--- src/core/cilt_pkg.sv ---
// Constants and types for the identification leaf table
package cilt_pkg;

	// Four result words of one query
	typedef struct packed {
		logic [31:0] eax;
		logic [31:0] ebx;
		logic [31:0] ecx;
		logic [31:0] edx;
	} cilt_result_t;

	// Function numbers
	localparam logic [31:0] FN_VENDOR      = 32'h0000_0000;
	localparam logic [31:0] FN_FEATURES    = 32'h0000_0001;
	localparam logic [31:0] FN_RSVD_2      = 32'h0000_0002;
	localparam logic [31:0] FN_RSVD_4      = 32'h0000_0004;
	localparam logic [31:0] FN_MONITOR     = 32'h0000_0005;
	localparam logic [31:0] FN_POWER       = 32'h0000_0006;
	localparam logic [31:0] FN_STRUCT      = 32'h0000_0007;
	localparam logic [31:0] FN_RSVD_8      = 32'h0000_0008;
	localparam logic [31:0] FN_RSVD_C      = 32'h0000_000C;
	localparam logic [31:0] FN_EXT_STATE   = 32'h0000_000D;
	localparam logic [31:0] FN_EXT_VENDOR  = 32'h8000_0000;
	localparam logic [31:0] FN_EXT_FEAT    = 32'h8000_0001;
	localparam logic [31:0] SUBFN_ZERO     = 32'h0000_0000;

	// Largest function numbers reported in the accumulator
	localparam logic [31:0] LARGEST_STD    = 32'h0000_000D;
	localparam logic [31:0] LARGEST_EXT    = 32'h8000_001E;

	// Family and model field positions in the ident register
	localparam int FAM_LOW_LSB   = 8;
	localparam int FAM_EXT_LSB   = 20;
	localparam int MOD_LOW_LSB   = 4;
	localparam int MOD_HIGH_LSB  = 16;

	// Leaf one EBX fields
	localparam int  IRQ_ID_LSB     = 24;
	localparam int  CORE_TOT_LSB   = 16;
	localparam int  FLUSH_LSB      = 8;
	localparam int  BRAND_LSB      = 0;
	localparam logic [7:0] FLUSH_QUADWORDS = 8'h08;
	localparam logic [7:0] SHORT_BRAND     = 8'h00;

	// Leaf one ECX bit positions
	localparam int ECX_GUEST     = 31;
	localparam int ECX_HALF_PREC = 29;
	localparam int ECX_OS_SAVE   = 27;
	localparam int ECX_CRYPTO    = 25;
	localparam int ECX_X_IRQ     = 21;
	localparam int ECX_FUSED_MA  = 12;
	localparam int ECX_MONITOR   = 3;
	localparam int ECX_CARRYLESS = 1;

	// Leaf one EDX bit positions
	localparam int EDX_MULTI     = 28;
	localparam int EDX_IRQ_CTRL  = 9;

	// Fixed feature values and the bits an override may change
	localparam logic [31:0] ECX_FIXED   = 32'h1498_2201;
	localparam logic [31:0] ECX_WRMASK  = 32'h1698_2203;
	localparam logic [31:0] EDX_FIXED   = 32'h078B_F9FF;
	localparam logic [31:0] EDX_WRMASK  = 32'h078B_F9FF;
	localparam logic [31:0] PWR_FIXED   = 32'h0000_0001;
	localparam logic [31:0] PWR_WRMASK  = 32'h0000_0001;

	// Override register selects
	localparam logic [1:0] OVR_FEAT_C = 2'h0;
	localparam logic [1:0] OVR_FEAT_D = 2'h1;
	localparam logic [1:0] OVR_POWER  = 2'h2;

	// Monitor leaf and structured leaf
	localparam logic [31:0] WATCH_LINE   = 32'h0000_0040;
	localparam logic [31:0] WAIT_FLAGS   = 32'h0000_0003;
	localparam int          BIT_MANIP    = 3;

	// Extended state leaf, sub-function zero
	localparam logic [31:0] STATE_MASK   = 32'h0000_0007;
	localparam logic [31:0] AREA_LEGACY  = 32'h0000_0200;
	localparam logic [31:0] AREA_HEADER  = 32'h0000_0040;
	localparam logic [31:0] AREA_VECTOR  = 32'h0000_0100;
	localparam logic [31:0] AREA_PROFILE = 32'h0000_0080;
	localparam logic [31:0] AREA_FULL    = 32'h0000_03C0;

endpackage : cilt_pkg

--- src/core/cilt_leaf_table.sv ---
// Identification leaf table: query port, live sources and overrides
//
// Contract
// - Standard and extended vendor leaves return identical three vendor words.
// - Vendor words hold twelve byte-wide ASCII characters naming the maker.
// - Leaf one and extended leaf one accumulators return the ident register.
// - Effective family is zero-extended low nibble plus eight-bit extension.
// - Effective model is high nibble above low nibble.
// - EBX 31:24 holds initial controller ID, frozen once node number is set.
// - EBX 23:16 is core total plus one when multi-core, else reserved.
// - EBX 15:8 reads 08h flush size; bits 7:0 read 00h brand.
// - EDX bit 28 is one exactly when core total field is nonzero.
// - ECX bit 3 is the inverse of the wait monitor disable control.
// - EDX bit 9 mirrors the interrupt controller enable bit.
// - ECX bit 31 reads zero, left for a hypervisor.
// - Half precision and fused multiply-add flags are one only from C0.
// - ECX bit 27 follows whether the OS enabled state save.
// - Crypto round flag and carry-less multiply flag are product specific.
// - ECX bit 21, extended controller mode, reads zero.
// - Fixed supported flags read one; reserved fields read zero. Here a firmware override of leaf one ECX or EDX can clear the fixed flags.
// - Leaf five EAX and EBX bits 15:0 both read 40h.
// - Leaf five ECX reads one in bits 1 and 0, zero elsewhere.
// - Leaf six ECX reports effective frequency interface present. Here a firmware power override can clear that bit.
// - Leaf seven sub-zero EBX bit-manip flag is one only from C0.
// - Leaf thirteen sub-zero EAX reads 0000_0007h.
// - Leaf thirteen EBX is 512+64, +256 vector or profiling, +128 profiling.
// - Leaf thirteen sub-zero ECX reads 0000_03C0h.
// - Undefined function numbers return zero in all four words.
// - Single-bit feature fields: one means supported, zero not.
`timescale 1ns/100ps
`default_nettype none

module cilt_leaf_table #(
	// Arbitrary neutral maker string, twelve characters, first at the MSB
	parameter logic [95:0] VENDOR_STRING = "NeutralCoreX",
	parameter logic        HAS_CRYPTO    = 1'b1,
	parameter logic        HAS_CARRYLESS = 1'b1
) (
	input  wire logic                   clock,
	input  wire logic                   rst_b,
	// Query port
	input  wire logic                   query_go,
	input  wire logic [31:0]            query_function,
	input  wire logic [31:0]            query_subfunction,
	output logic                        query_done,
	output cilt_pkg::cilt_result_t      query_result,
	// Live sources from the rest of the core
	input  wire logic [31:0]            northbridge_ident_register,
	input  wire logic [7:0]             irq_ctrl_id,
	input  wire logic                   node_number_set,
	input  wire logic [7:0]             core_total_field,
	input  wire logic                   wait_monitor_disable,
	input  wire logic                   irq_ctrl_enable,
	input  wire logic                   os_state_save_enabled,
	input  wire logic                   silicon_c0_or_later,
	input  wire logic                   xcr0_vector,
	input  wire logic                   xcr0_profiling,
	// Firmware override writes
	input  wire logic                   override_write,
	input  wire logic [1:0]             override_select,
	input  wire logic [31:0]            override_data,
	// Decoded identification
	output logic [7:0]                  effective_family,
	output logic [7:0]                  effective_model
);

	localparam logic [31:0] CRYPTO_BIT = {31'h0000_0000, HAS_CRYPTO}
		<< cilt_pkg::ECX_CRYPTO;
	localparam logic [31:0] CARRY_BIT  = {31'h0000_0000, HAS_CARRYLESS}
		<< cilt_pkg::ECX_CARRYLESS;
	localparam logic [31:0] ECX_RESET  = cilt_pkg::ECX_FIXED | CRYPTO_BIT
		| CARRY_BIT;

	logic [31:0]           vendor_b;
	logic [31:0]           vendor_c;
	logic [31:0]           vendor_d;
	logic [31:0]           override_ecx;
	logic [31:0]           override_edx;
	logic [31:0]           override_power;
	logic [7:0]            initial_irq_ctrl_id;
	logic                  multi_core_flag;
	logic [31:0]           feature_flags_c;
	logic [31:0]           feature_flags_d;
	logic [31:0]           apic_id_core_count_flush;
	logic [31:0]           enabled_save_area_size;
	cilt_pkg::cilt_result_t next_result;

	// Vendor words: lowest byte of each word carries the earliest character
	generate
		for (genvar i = 0; i < 4; i++) begin : g_vendor
			assign vendor_b[8*i +: 8] = VENDOR_STRING[95-8*i -: 8];
			assign vendor_d[8*i +: 8] = VENDOR_STRING[63-8*i -: 8];
			assign vendor_c[8*i +: 8] = VENDOR_STRING[31-8*i -: 8];
		end
	endgenerate

	// Firmware overrides; only write-mask positions (fixed flags plus crypto and carry-less) are kept
	always_ff @(posedge clock or negedge rst_b) begin
		if (!rst_b) begin
			override_ecx   <= ECX_RESET;
			override_edx   <= cilt_pkg::EDX_FIXED;
			override_power <= cilt_pkg::PWR_FIXED;
		end else if (override_write) begin
			unique case (override_select)
				cilt_pkg::OVR_FEAT_C: begin
					override_ecx <= override_data & cilt_pkg::ECX_WRMASK;
				end
				cilt_pkg::OVR_FEAT_D: begin
					override_edx <= override_data & cilt_pkg::EDX_WRMASK;
				end
				cilt_pkg::OVR_POWER: begin
					override_power <= override_data & cilt_pkg::PWR_WRMASK;
				end
				default: begin
				end
			endcase
		end
	end

	// Track the controller ID until the node number is set, then hold it
	always_ff @(posedge clock or negedge rst_b) begin
		if (!rst_b) begin
			initial_irq_ctrl_id <= 8'h00;
		end else if (!node_number_set) begin
			initial_irq_ctrl_id <= irq_ctrl_id;
		end
	end

	assign multi_core_flag = core_total_field != 8'h00;

	// Dynamic bits are forced; override cannot fake them
	always_comb begin
		feature_flags_c = override_ecx & cilt_pkg::ECX_WRMASK;
		feature_flags_c[cilt_pkg::ECX_GUEST]     = 1'b0;
		feature_flags_c[cilt_pkg::ECX_X_IRQ]     = 1'b0;
		feature_flags_c[cilt_pkg::ECX_HALF_PREC] = silicon_c0_or_later;
		feature_flags_c[cilt_pkg::ECX_FUSED_MA]  = silicon_c0_or_later;
		feature_flags_c[cilt_pkg::ECX_OS_SAVE]   = os_state_save_enabled;
		feature_flags_c[cilt_pkg::ECX_MONITOR]   = ~wait_monitor_disable;
	end

	always_comb begin
		feature_flags_d = override_edx & cilt_pkg::EDX_WRMASK;
		feature_flags_d[cilt_pkg::EDX_MULTI]    = multi_core_flag;
		feature_flags_d[cilt_pkg::EDX_IRQ_CTRL] = irq_ctrl_enable;
	end

	always_comb begin
		apic_id_core_count_flush = 32'h0000_0000;
		apic_id_core_count_flush[cilt_pkg::IRQ_ID_LSB +: 8] =
			initial_irq_ctrl_id;
		apic_id_core_count_flush[cilt_pkg::CORE_TOT_LSB +: 8] =
			multi_core_flag ? 8'(core_total_field + 8'h01) : 8'h00;
		apic_id_core_count_flush[cilt_pkg::FLUSH_LSB +: 8] =
			cilt_pkg::FLUSH_QUADWORDS;
		apic_id_core_count_flush[cilt_pkg::BRAND_LSB +: 8] =
			cilt_pkg::SHORT_BRAND;
	end

	always_comb begin
		enabled_save_area_size = cilt_pkg::AREA_LEGACY
			+ cilt_pkg::AREA_HEADER;
		if (xcr0_vector || xcr0_profiling) begin
			enabled_save_area_size = enabled_save_area_size
				+ cilt_pkg::AREA_VECTOR;
		end
		if (xcr0_profiling) begin
			enabled_save_area_size = enabled_save_area_size
				+ cilt_pkg::AREA_PROFILE;
		end
	end

	// Leaf decode; anything not listed answers all zero
	always_comb begin
		next_result = '0;
		unique case (query_function)
			cilt_pkg::FN_VENDOR: begin
				next_result.eax = cilt_pkg::LARGEST_STD;
				next_result.ebx = vendor_b;
				next_result.ecx = vendor_c;
				next_result.edx = vendor_d;
			end
			cilt_pkg::FN_EXT_VENDOR: begin
				next_result.eax = cilt_pkg::LARGEST_EXT;
				next_result.ebx = vendor_b;
				next_result.ecx = vendor_c;
				next_result.edx = vendor_d;
			end
			cilt_pkg::FN_FEATURES: begin
				next_result.eax = northbridge_ident_register;
				next_result.ebx = apic_id_core_count_flush;
				next_result.ecx = feature_flags_c;
				next_result.edx = feature_flags_d;
			end
			cilt_pkg::FN_EXT_FEAT: begin
				next_result.eax = northbridge_ident_register;
			end
			cilt_pkg::FN_MONITOR: begin
				next_result.eax = cilt_pkg::WATCH_LINE;
				next_result.ebx = cilt_pkg::WATCH_LINE;
				next_result.ecx = cilt_pkg::WAIT_FLAGS;
			end
			cilt_pkg::FN_POWER: begin
				next_result.ecx = override_power & cilt_pkg::PWR_WRMASK;
			end
			cilt_pkg::FN_STRUCT: begin
				if (query_subfunction == cilt_pkg::SUBFN_ZERO) begin
					next_result.ebx[cilt_pkg::BIT_MANIP] =
						silicon_c0_or_later;
				end
			end
			cilt_pkg::FN_EXT_STATE: begin
				if (query_subfunction == cilt_pkg::SUBFN_ZERO) begin
					next_result.eax = cilt_pkg::STATE_MASK;
					next_result.ebx = enabled_save_area_size;
					next_result.ecx = cilt_pkg::AREA_FULL;
				end
			end
			default: begin
				next_result = '0;
			end
		endcase
	end

	// Answer one cycle after the request; held until the next one
	always_ff @(posedge clock or negedge rst_b) begin
		if (!rst_b) begin
			query_result <= '0;
		end else if (query_go) begin
			query_result <= next_result;
		end
	end

	always_ff @(posedge clock or negedge rst_b) begin
		if (!rst_b) begin
			query_done <= 1'b0;
		end else begin
			query_done <= query_go;
		end
	end

	// Decoded identification follows the ident register by one cycle
	always_ff @(posedge clock or negedge rst_b) begin
		if (!rst_b) begin
			effective_family <= 8'h00;
			effective_model  <= 8'h00;
		end else begin
			effective_family <= 8'({4'h0,
				northbridge_ident_register[cilt_pkg::FAM_LOW_LSB +: 4]}
				+ northbridge_ident_register[cilt_pkg::FAM_EXT_LSB +: 8]);
			effective_model <= {
				northbridge_ident_register[cilt_pkg::MOD_HIGH_LSB +: 4],
				northbridge_ident_register[cilt_pkg::MOD_LOW_LSB +: 4]};
		end
	end

	vendor_same_a: assert property (@(posedge clock) disable iff (!rst_b)
		query_go && (query_function == cilt_pkg::FN_VENDOR
		|| query_function == cilt_pkg::FN_EXT_VENDOR)
		|=> query_done && query_result.ebx == vendor_b
		&& query_result.ecx == vendor_c && query_result.edx == vendor_d)
		else $error("vendor words differ");

	vendor_ascii_a: assert property (@(posedge clock) disable iff (!rst_b)
		query_done && $past(query_function) == cilt_pkg::FN_VENDOR
		|-> {query_result.ebx[7:0], query_result.ebx[31:24]}
		== {VENDOR_STRING[95:88], VENDOR_STRING[71:64]})
		else $error("vendor byte order wrong");

	ident_alias_a: assert property (@(posedge clock) disable iff (!rst_b)
		query_go && query_function == cilt_pkg::FN_EXT_FEAT
		|=> query_result.eax == $past(northbridge_ident_register))
		else $error("ident alias wrong");

	// Start only out of reset: the release edge loads nothing
	family_sum_a: assert property (@(posedge clock) disable iff (!rst_b)
		rst_b |=> effective_family
		== 8'($past(northbridge_ident_register[11:8])
		+ $past(northbridge_ident_register[27:20])))
		else $error("family sum wrong");

	model_join_a: assert property (@(posedge clock) disable iff (!rst_b)
		rst_b |=> effective_model
		== {$past(northbridge_ident_register[19:16]),
		$past(northbridge_ident_register[7:4])})
		else $error("model join wrong");

	id_frozen_a: assert property (@(posedge clock) disable iff (!rst_b)
		node_number_set ##1 node_number_set
		|-> $stable(initial_irq_ctrl_id))
		else $error("initial id changed after node set");

	core_count_a: assert property (@(posedge clock) disable iff (!rst_b)
		query_go && query_function == cilt_pkg::FN_FEATURES
		|=> query_result.ebx[23:16] == ($past(core_total_field) != 8'h00
		? 8'($past(core_total_field) + 8'h01) : 8'h00)
		&& query_result.edx[28] == ($past(core_total_field) != 8'h00))
		else $error("core count or multi-core flag wrong");

	flush_brand_a: assert property (@(posedge clock) disable iff (!rst_b)
		query_go && query_function == cilt_pkg::FN_FEATURES
		|=> query_result.ebx[15:0] == 16'h0800)
		else $error("flush size or brand wrong");

	dynamic_bits_a: assert property (@(posedge clock) disable iff (!rst_b)
		query_go && query_function == cilt_pkg::FN_FEATURES
		|=> query_result.ecx[3] == !$past(wait_monitor_disable)
		&& query_result.edx[9] == $past(irq_ctrl_enable)
		&& query_result.ecx[27] == $past(os_state_save_enabled)
		&& !query_result.ecx[31] && !query_result.ecx[21])
		else $error("dynamic feature bit wrong");

	revision_bits_a: assert property (@(posedge clock) disable iff (!rst_b)
		query_go && query_function == cilt_pkg::FN_FEATURES
		|=> query_result.ecx[29] == $past(silicon_c0_or_later)
		&& query_result.ecx[12] == $past(silicon_c0_or_later))
		else $error("revision gated flag wrong");

	reserved_zero_a: assert property (@(posedge clock) disable iff (!rst_b)
		query_done && $past(query_function) == cilt_pkg::FN_FEATURES
		|-> (query_result.ecx & ~cilt_pkg::ECX_WRMASK & 32'hD7FF_EFF7)
		== 32'h0000_0000
		&& (query_result.edx & 32'hE874_0400) == 32'h0000_0000)
		else $error("reserved feature bits set");

	monitor_leaf_a: assert property (@(posedge clock) disable iff (!rst_b)
		query_go && query_function == cilt_pkg::FN_MONITOR
		|=> query_result.eax == 32'h0000_0040
		&& query_result.ebx == 32'h0000_0040
		&& query_result.ecx == 32'h0000_0003)
		else $error("monitor leaf wrong");

	save_size_a: assert property (@(posedge clock) disable iff (!rst_b)
		query_go && query_function == cilt_pkg::FN_EXT_STATE
		&& query_subfunction == cilt_pkg::SUBFN_ZERO
		|=> query_result.ebx == 32'h0000_0240
		+ (($past(xcr0_vector) || $past(xcr0_profiling)) ? 32'h0000_0100
		: 32'h0000_0000)
		+ ($past(xcr0_profiling) ? 32'h0000_0080 : 32'h0000_0000)
		&& query_result.eax == 32'h0000_0007
		&& query_result.ecx == 32'h0000_03C0)
		else $error("extended state leaf wrong");

	undefined_zero_a: assert property (@(posedge clock) disable iff (!rst_b)
		query_go && (query_function == cilt_pkg::FN_RSVD_2
		|| query_function == 32'h8000_0002
		|| query_function == 32'h0000_000E)
		|=> query_result == '0)
		else $error("undefined leaf not zero");

	struct_leaf_a: assert property (@(posedge clock) disable iff (!rst_b)
		query_go && query_function == cilt_pkg::FN_STRUCT
		|=> query_result.ebx == (($past(query_subfunction) == 32'h0000_0000)
		? {28'h000_0000, $past(silicon_c0_or_later), 3'h0} : 32'h0000_0000)
		&& query_result.eax == 32'h0000_0000
		&& query_result.ecx == 32'h0000_0000
		&& query_result.edx == 32'h0000_0000)
		else $error("structured leaf wrong");

	// Only sub-function zero is enumerated; the rest must stay silent
	sub_zero_a: assert property (@(posedge clock) disable iff (!rst_b)
		query_go && query_function == cilt_pkg::FN_EXT_STATE
		&& query_subfunction != cilt_pkg::SUBFN_ZERO
		|=> query_result == '0)
		else $error("extended state sub-function not zero");

	ext_ident_a: assert property (@(posedge clock) disable iff (!rst_b)
		query_go && query_function == cilt_pkg::FN_EXT_FEAT
		|=> query_result.ebx == 32'h0000_0000
		&& query_result.ecx == 32'h0000_0000
		&& query_result.edx == 32'h0000_0000)
		else $error("extended leaf one extra words set");

	power_leaf_a: assert property (@(posedge clock) disable iff (!rst_b)
		override_write && override_select == cilt_pkg::OVR_POWER
		##1 query_go && query_function == cilt_pkg::FN_POWER
		|=> query_result.ecx == {31'h0000_0000, $past(override_data[0], 2)})
		else $error("power override not reflected");

	answer_hold_a: assert property (@(posedge clock) disable iff (!rst_b)
		!query_go |=> $stable(query_result) && !query_done)
		else $error("result moved without a query");

endmodule : cilt_leaf_table

`default_nettype wire

--- config.mk ---
export PLATFORM = sky130hd
export DESIGN_NAME = cilt_leaf_table
export DESIGN_NICKNAME = d
export VERILOG_FILES = /design/src/core/cilt_pkg.sv /design/src/core/cilt_leaf_table.sv
export SDC_FILE = /design/constraint.sdc
export NUM_CORES = 1
export LEC_CHECK = 0
export BUFFER_PORTS_ARGS = -buffer_cell sky130_fd_sc_hd__buf_4
export CAP_MARGIN = 5
export CORE_ASPECT_RATIO = 2
export CORE_UTILIZATION = 48
export CTS_BUF_LIST = sky130_fd_sc_hd__clkbuf_16
export DETAILED_ROUTE_END_ITERATION = 10
export PLACE_DENSITY = 0.81
export SYNTH_ARGS = -nofsm -noshare
export SYNTH_HDL_FRONTEND = slang
export SYNTH_SLANG_ARGS = --single-unit
export TNS_END_PERCENT = 1
--- constraint.sdc ---
create_clock -name clock -period 1.7 [get_ports clock]
set_input_delay 0.34 -clock clock [delete_from_list [all_inputs] [get_ports clock]]
set_output_delay 0.34 -clock clock [all_outputs]
set_load 0.005 [all_outputs]
**After elaboration in Yosys (flattened, before gate mapping)**

Cells that the tools add are included.

- Add/subtract/negate cells: 3
- Equal/unequal tests: 9
- Mux-type cells: 11
- Bitwise gates (word level): 1
- Reduce and logical (&&, ||, !) cells: 10

Operators with widths:

| cell | number |
|---|---|
| 32-bit one-hot mux with 5 select lines | 2 |
| 28-bit one-hot mux with 4 select lines | 1 |
| 32-bit by 3-bit equality test with 1-bit output, second input constant | 3 |
| 67-bit 2-to-1 mux | 1 |
| 32-bit equality test, second input constant | 2 |
| 32-bit zero test | 2 |
| 31-bit one-hot mux with 2 select lines | 1 |
| 32-bit by 8-bit adder with 32-bit output, second input constant | 1 |
| 32-bit by 1-bit equality test with 1-bit output, second input constant | 1 |
| 32-bit by 4-bit equality test with 1-bit output, second input constant | 1 |
| 32-bit 2-to-1 mux | 1 |
| 9-bit 2-to-1 mux | 1 |
| 4-bit by 8-bit adder with 8-bit output | 1 |
| 8-bit by 1-bit adder with 8-bit output, second input constant | 1 |
| 8-bit 2-to-1 mux | 1 |
| 8-bit nonzero test | 1 |
| 3-bit one-hot mux with 2 select lines | 1 |
| 2-bit AND reduction | 3 |
| 2-bit OR reduction | 2 |
| 1-bit one-hot mux with 3 select lines | 1 |
| 2-bit by 1-bit equality test with 1-bit output, second input constant | 1 |
| 2-bit equality test, second input constant | 1 |
| 2-bit zero test | 1 |
| 1-bit logical OR | 1 |
| 2 further kinds | 2 |

- Flip-flop bits (word level): 185
- Input bits: 157
- Output and inout port bits: 145
- Word-level logic and storage cells: 45

**Depth between registers and ports, before layout**

Gate-level depths: netlist of run 1.

- Depth in word-level cells: 6
- Gate-level depth with buffers: 8
- Depth with buffers taken out: 8

**Worst setup path before layout of run 1**

No wires, ideal clock.

- Path kind: input to register
- From: input port query_function[18]
- To: register query_result[96] in the netlist's numbering
- Library setup time: 90 ps
- Data arrival time: 1708 ps
- Required time: 1610 ps
- Path slack: -98 ps
- Stages on the path: 6
- Path buffers: 1
- Cell sequence: nor4_2 > and4_1 > nand2_1 > or4_1 > buf_2 > o221ai_1

- Word-level cells in the longest chain between the ends: 3
- Elaborated cells between the ends (all ways): 8
- Those cells by class: eq/ne: 5; mux: 1; reduce/logical: 2

RTL lines:

| element | line | RTL |
|---|---|---|
| start: declaration | cilt_leaf_table.sv:43 | `input wire logic [31:0] query_function,` |
| 32-bit equality test or 32-bit by 1-bit equality test with 1-bit output (tied branches) | cilt_leaf_table.sv:176 | `unique case (query_function)` |
| 2-bit OR reduction (no line) | - |  |
| 32-bit one-hot mux with 5 select lines * | cilt_leaf_table.sv:176 |  |
| end signal: assignment | cilt_leaf_table.sv:230 | `query_result <= next_result;` |
| end: declaration | cilt_leaf_table.sv:46 | `output cilt_pkg::cilt_result_t query_result,` |

Mark *: on every way between the ends. The rest lies on a longest branch, timed or not.
A chain may end at the register's enable or synchronous reset.

**Worst setup path after layout of run 1**

- From: input port query_function[27]
- To: register query_result[96] in the netlist's numbering

The elaborated chain is that of the path after synthesis.

==> results of run 1 <==
==> stage by stage <==
step	cells	TNS (ps)
2_1_floorplan	561	-1180
3_3_place_gp	979	-14010
3_5_place_dp	979	-18210
4_1_cts	1012	0
5_1_grt	1012	0
6_report	1012	0
==> state kept, by name, summed over array words and instances, names as in the netlist <==
name / count
effective_family: 8
effective_model: 8
initial_irq_ctrl_id: 8
override_ecx: 10
override_edx: 21
override_power: 1
query_done: 1
query_result: 97
==> Yosys cell counts (all sizes together) (2+ instances only) <==
cell     number
dfrtp       122
a22o         47
buf          45
nand2        43
mux2         41
a21oi        32
dfstp        32
nor4         24
inv          16
clkbuf       15
nor2         14
o21ai        13
nand4        10
xnor2         9
nand3         8
nor3          8
a21o          6
ha            6
o2bb2ai       6
and4          5
a22oi         4
nand2b        4
nor4b         4
and3          3
nor2b         3
o221ai        3
xor2          3
a221o         2
a31oi         2
and2          2
and4b         2
nand3b        2
==> cells in the final DEF, fill, tap and decap left out, types with 7 or more instances in the layout <==
cell type  count
buf_4        315
nor4_1        17
buf_12         7
mux2_2        41
dfstp_2       32
dfrtp_1      122
a22o_1        47
clkbuf_16     17
nor2_1        14
nand4_1       10
inv_1         16
a21oi_1       32
conb_1        17
xnor2_1        9
nor3_1         7
nor4_4         7
o21ai_0       13
nand3_1        7
nand2_1       43
==> worst reg2reg max path, stage by stage (launching register included) <==
cell	delay (ps)
dfstp_2	530
nand4b_1	90
nor3_1	150
o21ai_0	110
a21oi_1	150
==> power breakdown <==
part           leakage [nW]  switching [W]  internal (W)
clock network         0.286        0.00164       0.00208
logic                  2.62       0.000409      0.000522
registers              1.97       0.000105       0.00398
==> final cells by class <==
| class | instances | area, µm² | share of cell area |
|---|---|---|---|
| flip-flops and latches | 154 | 3890 | 0.402 |
| repair buffers | 324 | 2530 | 0.261 |
| multi-input cells | 331 | 2440 | 0.251 |
| well taps | 155 | 194 | 0.0200 |
| inverters | 16 | 60.1 | 0.00620 |
| clock buffers | 17 | 425 | 0.0439 |
| clock inverters | 15 | 159 | 0.0164 |
==> cell families after synthesis <==
family	after synthesis	share of synthesized area
AOI/OAI and AO/OA	118	0.127
muxes	41	0.0690
buffers and inverters	76	0.0675
xor gates and xnor gates	12	0.0157
DFF	154	0.582
and+or+nand+nor	136	0.125
other	1	0.000560
adders and majority gates	7	0.0142
==> worst max path at each step <==
stage	startpoint	to	slack, ps	cells after the start
final	query_function[27]	query_result[96]	140	6
after global routing	query_function[5]	query_result[33]	10	7
after CTS	query_function[27]	query_result[96]	60	6
after detailed placement	query_function[27]	query_result[97]	-370	6
after global placement	query_function[27]	query_result[98]	-250	6
after floorplan	query_function[27]	query_result[96]	-50	6
==> routing by layer <==
metal	share of wire	GRT usage	wire length [µm]
met1	0.36	0.296	6790
met2	0.55	0.484	10400
met3	0.055	0.0556	1050
met4	0.041	0.130	777
met5	0	0	0
==> repair_timing <==
| item | CTS | global route |
|---|---|---|
| resized for setup | 0 | 1 |
| setup endpoints to repair | 0 | 3 |
| endpoints found under the hold margin | 18 | 0 |
| hold buffers | 1 | 0 |
==> results_dict.tcl, run 1 <==
set metrics [dict create \
    final_core_util 0.717 \
    grt_first_pass_wirelength_mm 29.9 \
    maxCapViolCount 0 \
    n_antenna_cell 0 \
    dp_slack_ps -368 \
    wl_mm 19.0 \
    required_ps 2020 \
    synth_edf_count 0 \
    port_buffers 276 \
    final_cell_area_um2 9690 \
    pin_count 302 \
    syn_inst 545 \
    synth_top_cell_by_area "dfrtp_1" \
    path_clk_slew_ps 70 \
    ys_types 54 \
    die_x_um 85.5 \
    min_period_ps 1560 \
    synthFlopType "dfrtp_1" \
    clk_path_buf_depth 2 \
    syn-mean-instance-area_um2 12.3 \
    wire_per_inst_um 18.8 \
    setup.worst_path.start_class "input pin" \
    dp_hpwl_mm 14.6 \
    r2r-start "override_power[0]" \
    grtUsageTotal 0.269 \
    grt_pass1_vias 5907 \
    clock_sinks 154 \
    dpl_cell_area_um2 9100 \
    reg2regPathDepth 4 \
    final_layout_size_suffix_gt1_frac 0.518 \
    first_pass_iters 4 \
    timing.hold.ws_ps 34.9 \
    initial_core_util 0.495 \
    arrival_ps 1880 \
    rr_endpoint "query_result[32]" \
    antenna_found_initial 0 \
    hold_viol_final 0 \
    holdPathEnd "effective_model[7]" \
    peakVddDrop_v 0.000782 \
    hold_class "input pin to flop" \
    nNetsFinal 1008 \
    fmax_ghz 0.640 \
    synth_area_leaders "dfrtp_1 46%, dfstp_2 13%, mux2_2 6.9%" \
    synth_top_cell_area_share 0.456 \
    dieArea_um2 14500 \
    drc 0 \
    drtIter0Drc 218 \
    synth-async-reset-ratio 1.00 \
    seq_area_frac_synth 0.582 \
    endpoint_kind "flop" \
    worst_path_max_delay_cell "or4_4" \
    grt_max_degree 71 \
    routed_via_density 5.58 \
    place_congestion 0.852 \
    rows 60 \
    yosysWarnings 0 \
    whs_path_depth 1 \
    p_total_w 0.00873 \
    cts_setup_buffers 0 \
    finClkSkew_ps 7.72 \
    fillerInstances 965 \
    crit_path_max_incr_delay_ps 530 \
    r2r_slack_ps 590 \
    worstSkewPairLatency_ps 410 \
    rsz0062_at_grt "no" \
    status "finished, final reports clean" \
    setup_ws_ps 137 \
    crit_buf_inv 1 \
    htreeDepth 4 \
    min_from "northbridge_ident_register[19]" \
    overflow 0 \
    path_max_fanout 6 \
    final_antenna_net_count 0 \
    cpLargestDelayFamily "simple AND/OR/NAND/NOR gates" \
    cts_tree "done" \
    ys_ff_latch 154 \
    vias 5651 \
    powerDensity_nw_per_um2 900 \
    syn2layout_area_growth_pct 44.8 \
    drv_slew 0 \
    crit_path_cell_trace "buf_4 > nor4_4 > and4_1 > nand2_1 > or4_4 > o221ai_1" \
    clockRootBuffer "clkbuf_16" \
    finalCritPeriodShare 0.919 \
    setup_viol 0 \
    p_leak_nw 4.88 \
    path_class "input pin to flop" \
    syn_area_um2 6690 \
    cts_buffers 17 \
    core_area_um2 13500 \
    chipHeight_um 169 \
]
Power figures use the tool's default switching activity.
==> inputs of run 2 (changes only) <==
Settings changed: CORE_ASPECT_RATIO 2 to unset, CORE_UTILIZATION 48 to 51, PLACE_DENSITY 0.81 to 0.86, SKIP_CTS_REPAIR_TIMING set to 1.
==> results_dict.tcl, run 2 (synthesized netlist as in run 1, its figures left out) <==
set metrics [dict create \
    netSwitchingPower_w 0.00203 \
    hold_class "input pin to flop" \
    min_period_ps 1570 \
    die_x_um 117 \
    path_clk_slew_ps 60 \
    required_ps 2010 \
    regMostFlops "query_result" \
    endpoint_kind "flop" \
    cts_buffers 17 \
    grt_max_degree 45 \
    clk_path_buf_depth 2 \
    fmax_ghz 0.637 \
    powerDensity_nw_per_um2 925 \
    final_layout_size_suffix_gt1_frac 0.514 \
    p_total_w 0.00900 \
    grt_pass1_vias 5780 \
    drc 0 \
    placed_cells 987 \
    vias 5622 \
    pin_count 302 \
    worst_path_max_delay_cell "or4_4" \
    first_pass_iters 5 \
    peakVddDrop_v 0.000773 \
    seq_power_share 0.455 \
    final_antenna_net_count 0 \
    chipHeight_um 117 \
    final_common_cell "buf_4" \
    clockRootBuffer "clkbuf_16" \
    overflow 0 \
    dp_hpwl_mm 14.0 \
    grt_first_pass_wirelength_mm 29.4 \
    antenna_found_initial 1 \
    crit_path_cell_trace "buf_4 > nor4_4 > and4_1 > nand2_1 > or4_4 > o221ai_1" \
    final_cell_mix "306 x buf_4, 122 x dfrtp_1, 47 x a22o_1, 43 x nand2_1, 41 x mux2_2" \
    status "finished, final reports clean" \
    r2r_slack_ps 590 \
    p_leak_nw 4.85 \
    largest_reg_flops 97 \
    initial_core_util 0.526 \
    crit_path_max_incr_delay_ps 540 \
    rsz0062_at_grt "no" \
    nNetsFinal 1000 \
    path_max_fanout 6 \
    setup_viol 0 \
    grtUsageTotal 0.285 \
    top_regs "query_result: 97 flops, override_edx: 21 flops, override_ecx: 10 flops" \
    clock_sinks 154 \
    final_core_util 0.764 \
    finClkSkew_ps 8.18 \
    hold_viol_final 0 \
    finalSetupTns_ps 0 \
    path_class "input pin to flop" \
    swShare 0.226 \
    internal_power_w 0.00697 \
    place_congestion 0.991 \
    syn2layout_area_growth_pct 45.2 \
    final_cells 1022 \
    setup.worst_path.start_class "input pin" \
    p_comb_frac 0.105 \
    rows 41 \
    finalCritPeriodShare 0.923 \
    cts_tree "done" \
    wl_mm 18.9 \
    arrival_ps 1880 \
    port_buffers 276 \
    worstSkewPairLatency_ps 420 \
    core_area_um2 12700 \
    drtIter0Drc 393 \
    drv_slew 0 \
    maxCapViolCount 0 \
    htreeDepth 4 \
    dieArea_um2 13600 \
    clockPowerShare 0.441 \
    routed_via_density 5.50 \
    wire_per_inst_um 18.5 \
]
==> run 2: per-layer routing <==
metal | GRT usage | vias to the layer above | share of wire | wire [µm]
met4 | 0.107 | 0 | 0.020 | 383
met1 | 0.343 | 2776 | 0.39 | 7420
met3 | 0.0913 | 47 | 0.084 | 1590
met2 | 0.480 | 280 | 0.50 | 9560
li1 | - | 2519 | - | -
met5 | 0 | - | 0 | 0
==> run 2: critical path: cells and delay by family <==
| kind | cells | cell delay [ps] |
|---|---|---|
| AOI/OAI and AO/OA | 1 | 200 |
| buffers and inverters | 1 | 120 |
| and+or+nand+nor | 4 | 1220 |
==> run 2: path summary, 6_finish.rpt <==
path,cells after the start,endpoint,startpoint
setup / recovery,6,query_result[98],query_function[17]
hold / removal,1,effective_model[3],northbridge_ident_register[7]
setup reg to reg,4,query_result[32],override_power[0]
hold reg to reg,2,query_result[92],initial_irq_ctrl_id[4]
max in group asynchronous,3,override_ecx[9],rst_b
min in group asynchronous,2,query_result[9],rst_b
==> run 2: power groups by stage <==
stage,clock [W],combinational [W],sequential [W]
2_1_floorplan,0,0.000365,0.00412
3_3_place_gp,0,0.000892,0.00413
3_5_place_dp,0,0.000931,0.00415
4_1_cts,0.00401,0.000941,0.00409
5_1_grt,0.00417,0.00102,0.00411
6_report,0.00396,0.000941,0.00409
==> run 2: final cells by class <==
cell class                      instances  area, µm²
Sequential cell                       154       3890
Fill cell                             839       3000
Timing Repair Buffer                  316       2480
Multi-Input combinational cell        331       2450
Clock buffer                           17        425
Tap cell                              172        215
Clock inverter                         15        196
Inverter                               16       60.1
Antenna cell                            1       2.50
==> run 2: stage by stage <==
step	instance area (µm²)	hold slack, ps	setup slack [ps]
after floorplan	6770	44.4	-46.3
after global placement	9060	262	-270
after detailed placement	9060	271	-397
after CTS	9680	-175	8.83
after global routing	9720	26.4	40.2
final	9720	39.4	131
==> inputs of run 3 (changes only) <==
Settings changed: CORE_ASPECT_RATIO set to 2, CORE_UTILIZATION 51 to 40, PLACE_DENSITY 0.86 to 0.7.
==> results_dict.tcl, run 3 (synthesized netlist as in run 1, its figures left out) <==
set metrics [dict create \
    cts_tree "done" \
    setup_viol 0 \
    required_ps 2020 \
    path_class "input pin to flop" \
    nNetsFinal 1011 \
    peakVddDrop_v 0.000694 \
    wire_per_inst_um 18.1 \
    clk_path_buf_depth 2 \
    setup_ws_ps 119 \
    overflow 0 \
    final_layout_size_suffix_gt1_frac 0.521 \
    top_regs "query_result: 97 flops, override_edx: 21 flops, override_ecx: 10 flops" \
    dpl_cell_area_um2 9220 \
    powerDensity_nw_per_um2 889 \
    path_max_fanout 6 \
    finClkSkew_ps 8.39 \
    n_antenna_cell 0 \
    endpoint_kind "flop" \
    p_total_w 0.00872 \
    cts_buffers 17 \
    status "finished, final reports clean" \
    routed_via_density 5.25 \
    drc 0 \
    antenna_found_initial 0 \
    grt_first_pass_wirelength_mm 30.0 \
    first_pass_iters 4 \
    port_buffers 276 \
    place_congestion 0.886 \
    maxCapViolCount 0 \
    vias 5584 \
    worstSkewPairLatency_ps 410 \
    rsz0062_at_grt "no" \
    min_period_ps 1580 \
    clock_sinks 154 \
    hold_class "input pin to flop" \
    drtIter0Drc 206 \
    final_cell_mix "315 x buf_4, 122 x dfrtp_1, 47 x a22o_1, 43 x nand2_1, 41 x mux2_2" \
    dp_hpwl_mm 14.8 \
    hold_viol_final 0 \
    htreeDepth 4 \
    final_cell_area_um2 9810 \
    core_area_um2 16400 \
    syn2layout_area_growth_pct 46.5 \
    regMostFlops "query_result" \
    final_common_cell "buf_4" \
    arrival_ps 1900 \
    chipHeight_um 185 \
    pin_count 302 \
    initial_core_util 0.409 \
    final_antenna_net_count 0 \
    wl_mm 19.3 \
    clockRootBuffer "clkbuf_16" \
    rows 66 \
    drv_slew 0 \
    finalCritPeriodShare 0.930 \
    p_leak_nw 4.91 \
    dp_slack_ps -306 \
    grt_max_degree 43 \
    die_x_um 93.5 \
    grtUsageTotal 0.226 \
    largest_reg_flops 97 \
    path_clk_slew_ps 70 \
    fmax_ghz 0.633 \
    dieArea_um2 17300 \
    setup.worst_path.start_class "input pin" \
    grt_pass1_vias 5822 \
]
==> run 3: cell count changes in the layout (fill, tap and decap cells not counted), moves of 2 or more <==
cell       before  now
buf_12          8   10
buf_4         306  315
bufinv_16       4    0
clkinv_2        4    0
inv_4           0    2
inv_6           2    5
inv_8           1    4
==> run 3: final cells by class <==
class | instances | area (µm²)
fill | 1327 | 6540
tap | 204 | 255
inverter | 16 | 60.1
clock inverter | 14 | 121
multi-input combinational | 331 | 2440
timing repair buffer | 327 | 2590
sequential | 154 | 3890
clock buffer | 18 | 450
==> run 3: layer usage <==
metal  GRT usage  part of all wire  vias up
met5           0                 0        -
met2       0.403              0.54      248
li1            -                 -     2546
met3      0.0517             0.058       45
met1       0.254              0.37     2745
met4      0.0997             0.029        0
==> run 3: where the power goes <==
part	leakage (nW)	total, W	internal (W)	switching, W
sequential	1.97	0.00409	0.00398	0.000106
clock	0.287	0.00369	0.00202	0.00168
combinational	2.65	0.000941	0.000532	0.000410
total	4.91	0.00872	0.00653	0.00219
==> run 3: stage by stage <==
| step | hold WS [ps] | setup TNS, ps | utilization | std cells |
|---|---|---|---|---|
| 5_1_grt | 14.2 | 0 | 0.600 | 1064 |
| 3_5_place_dp | 280 | -19960 | 0.564 | 1031 |
| 4_1_cts | -170 | 0 | 0.599 | 1063 |
| 2_1_floorplan | 44.4 | -1180 | - | 561 |
| 6_report | 36.1 | 0 | 0.600 | 1064 |
| 3_3_place_gp | 273 | -18470 | 0.564 | 1031 |
==> run 3: worst paths after layout <==
check	start	endpoint	slack (ps)	depth (start not counted)
max in group asynchronous	rst_b	override_ecx[1]	710	3
hold reg to reg	initial_irq_ctrl_id[4]	query_result[92]	480	2
setup / recovery	query_function[18]	query_result[96]	120	6
min in group asynchronous	rst_b	query_result[2]	410	2
hold / removal	northbridge_ident_register[17]	effective_model[5]	40	1
setup reg to reg	override_power[0]	query_result[32]	590	4
==> run 3: worst max-delay path: stages <==
cell and delay (ps):
buf_4 120, nor4_4 310, and4_4 280, nand2_1 70, or4_1 580, o221ai_1 210
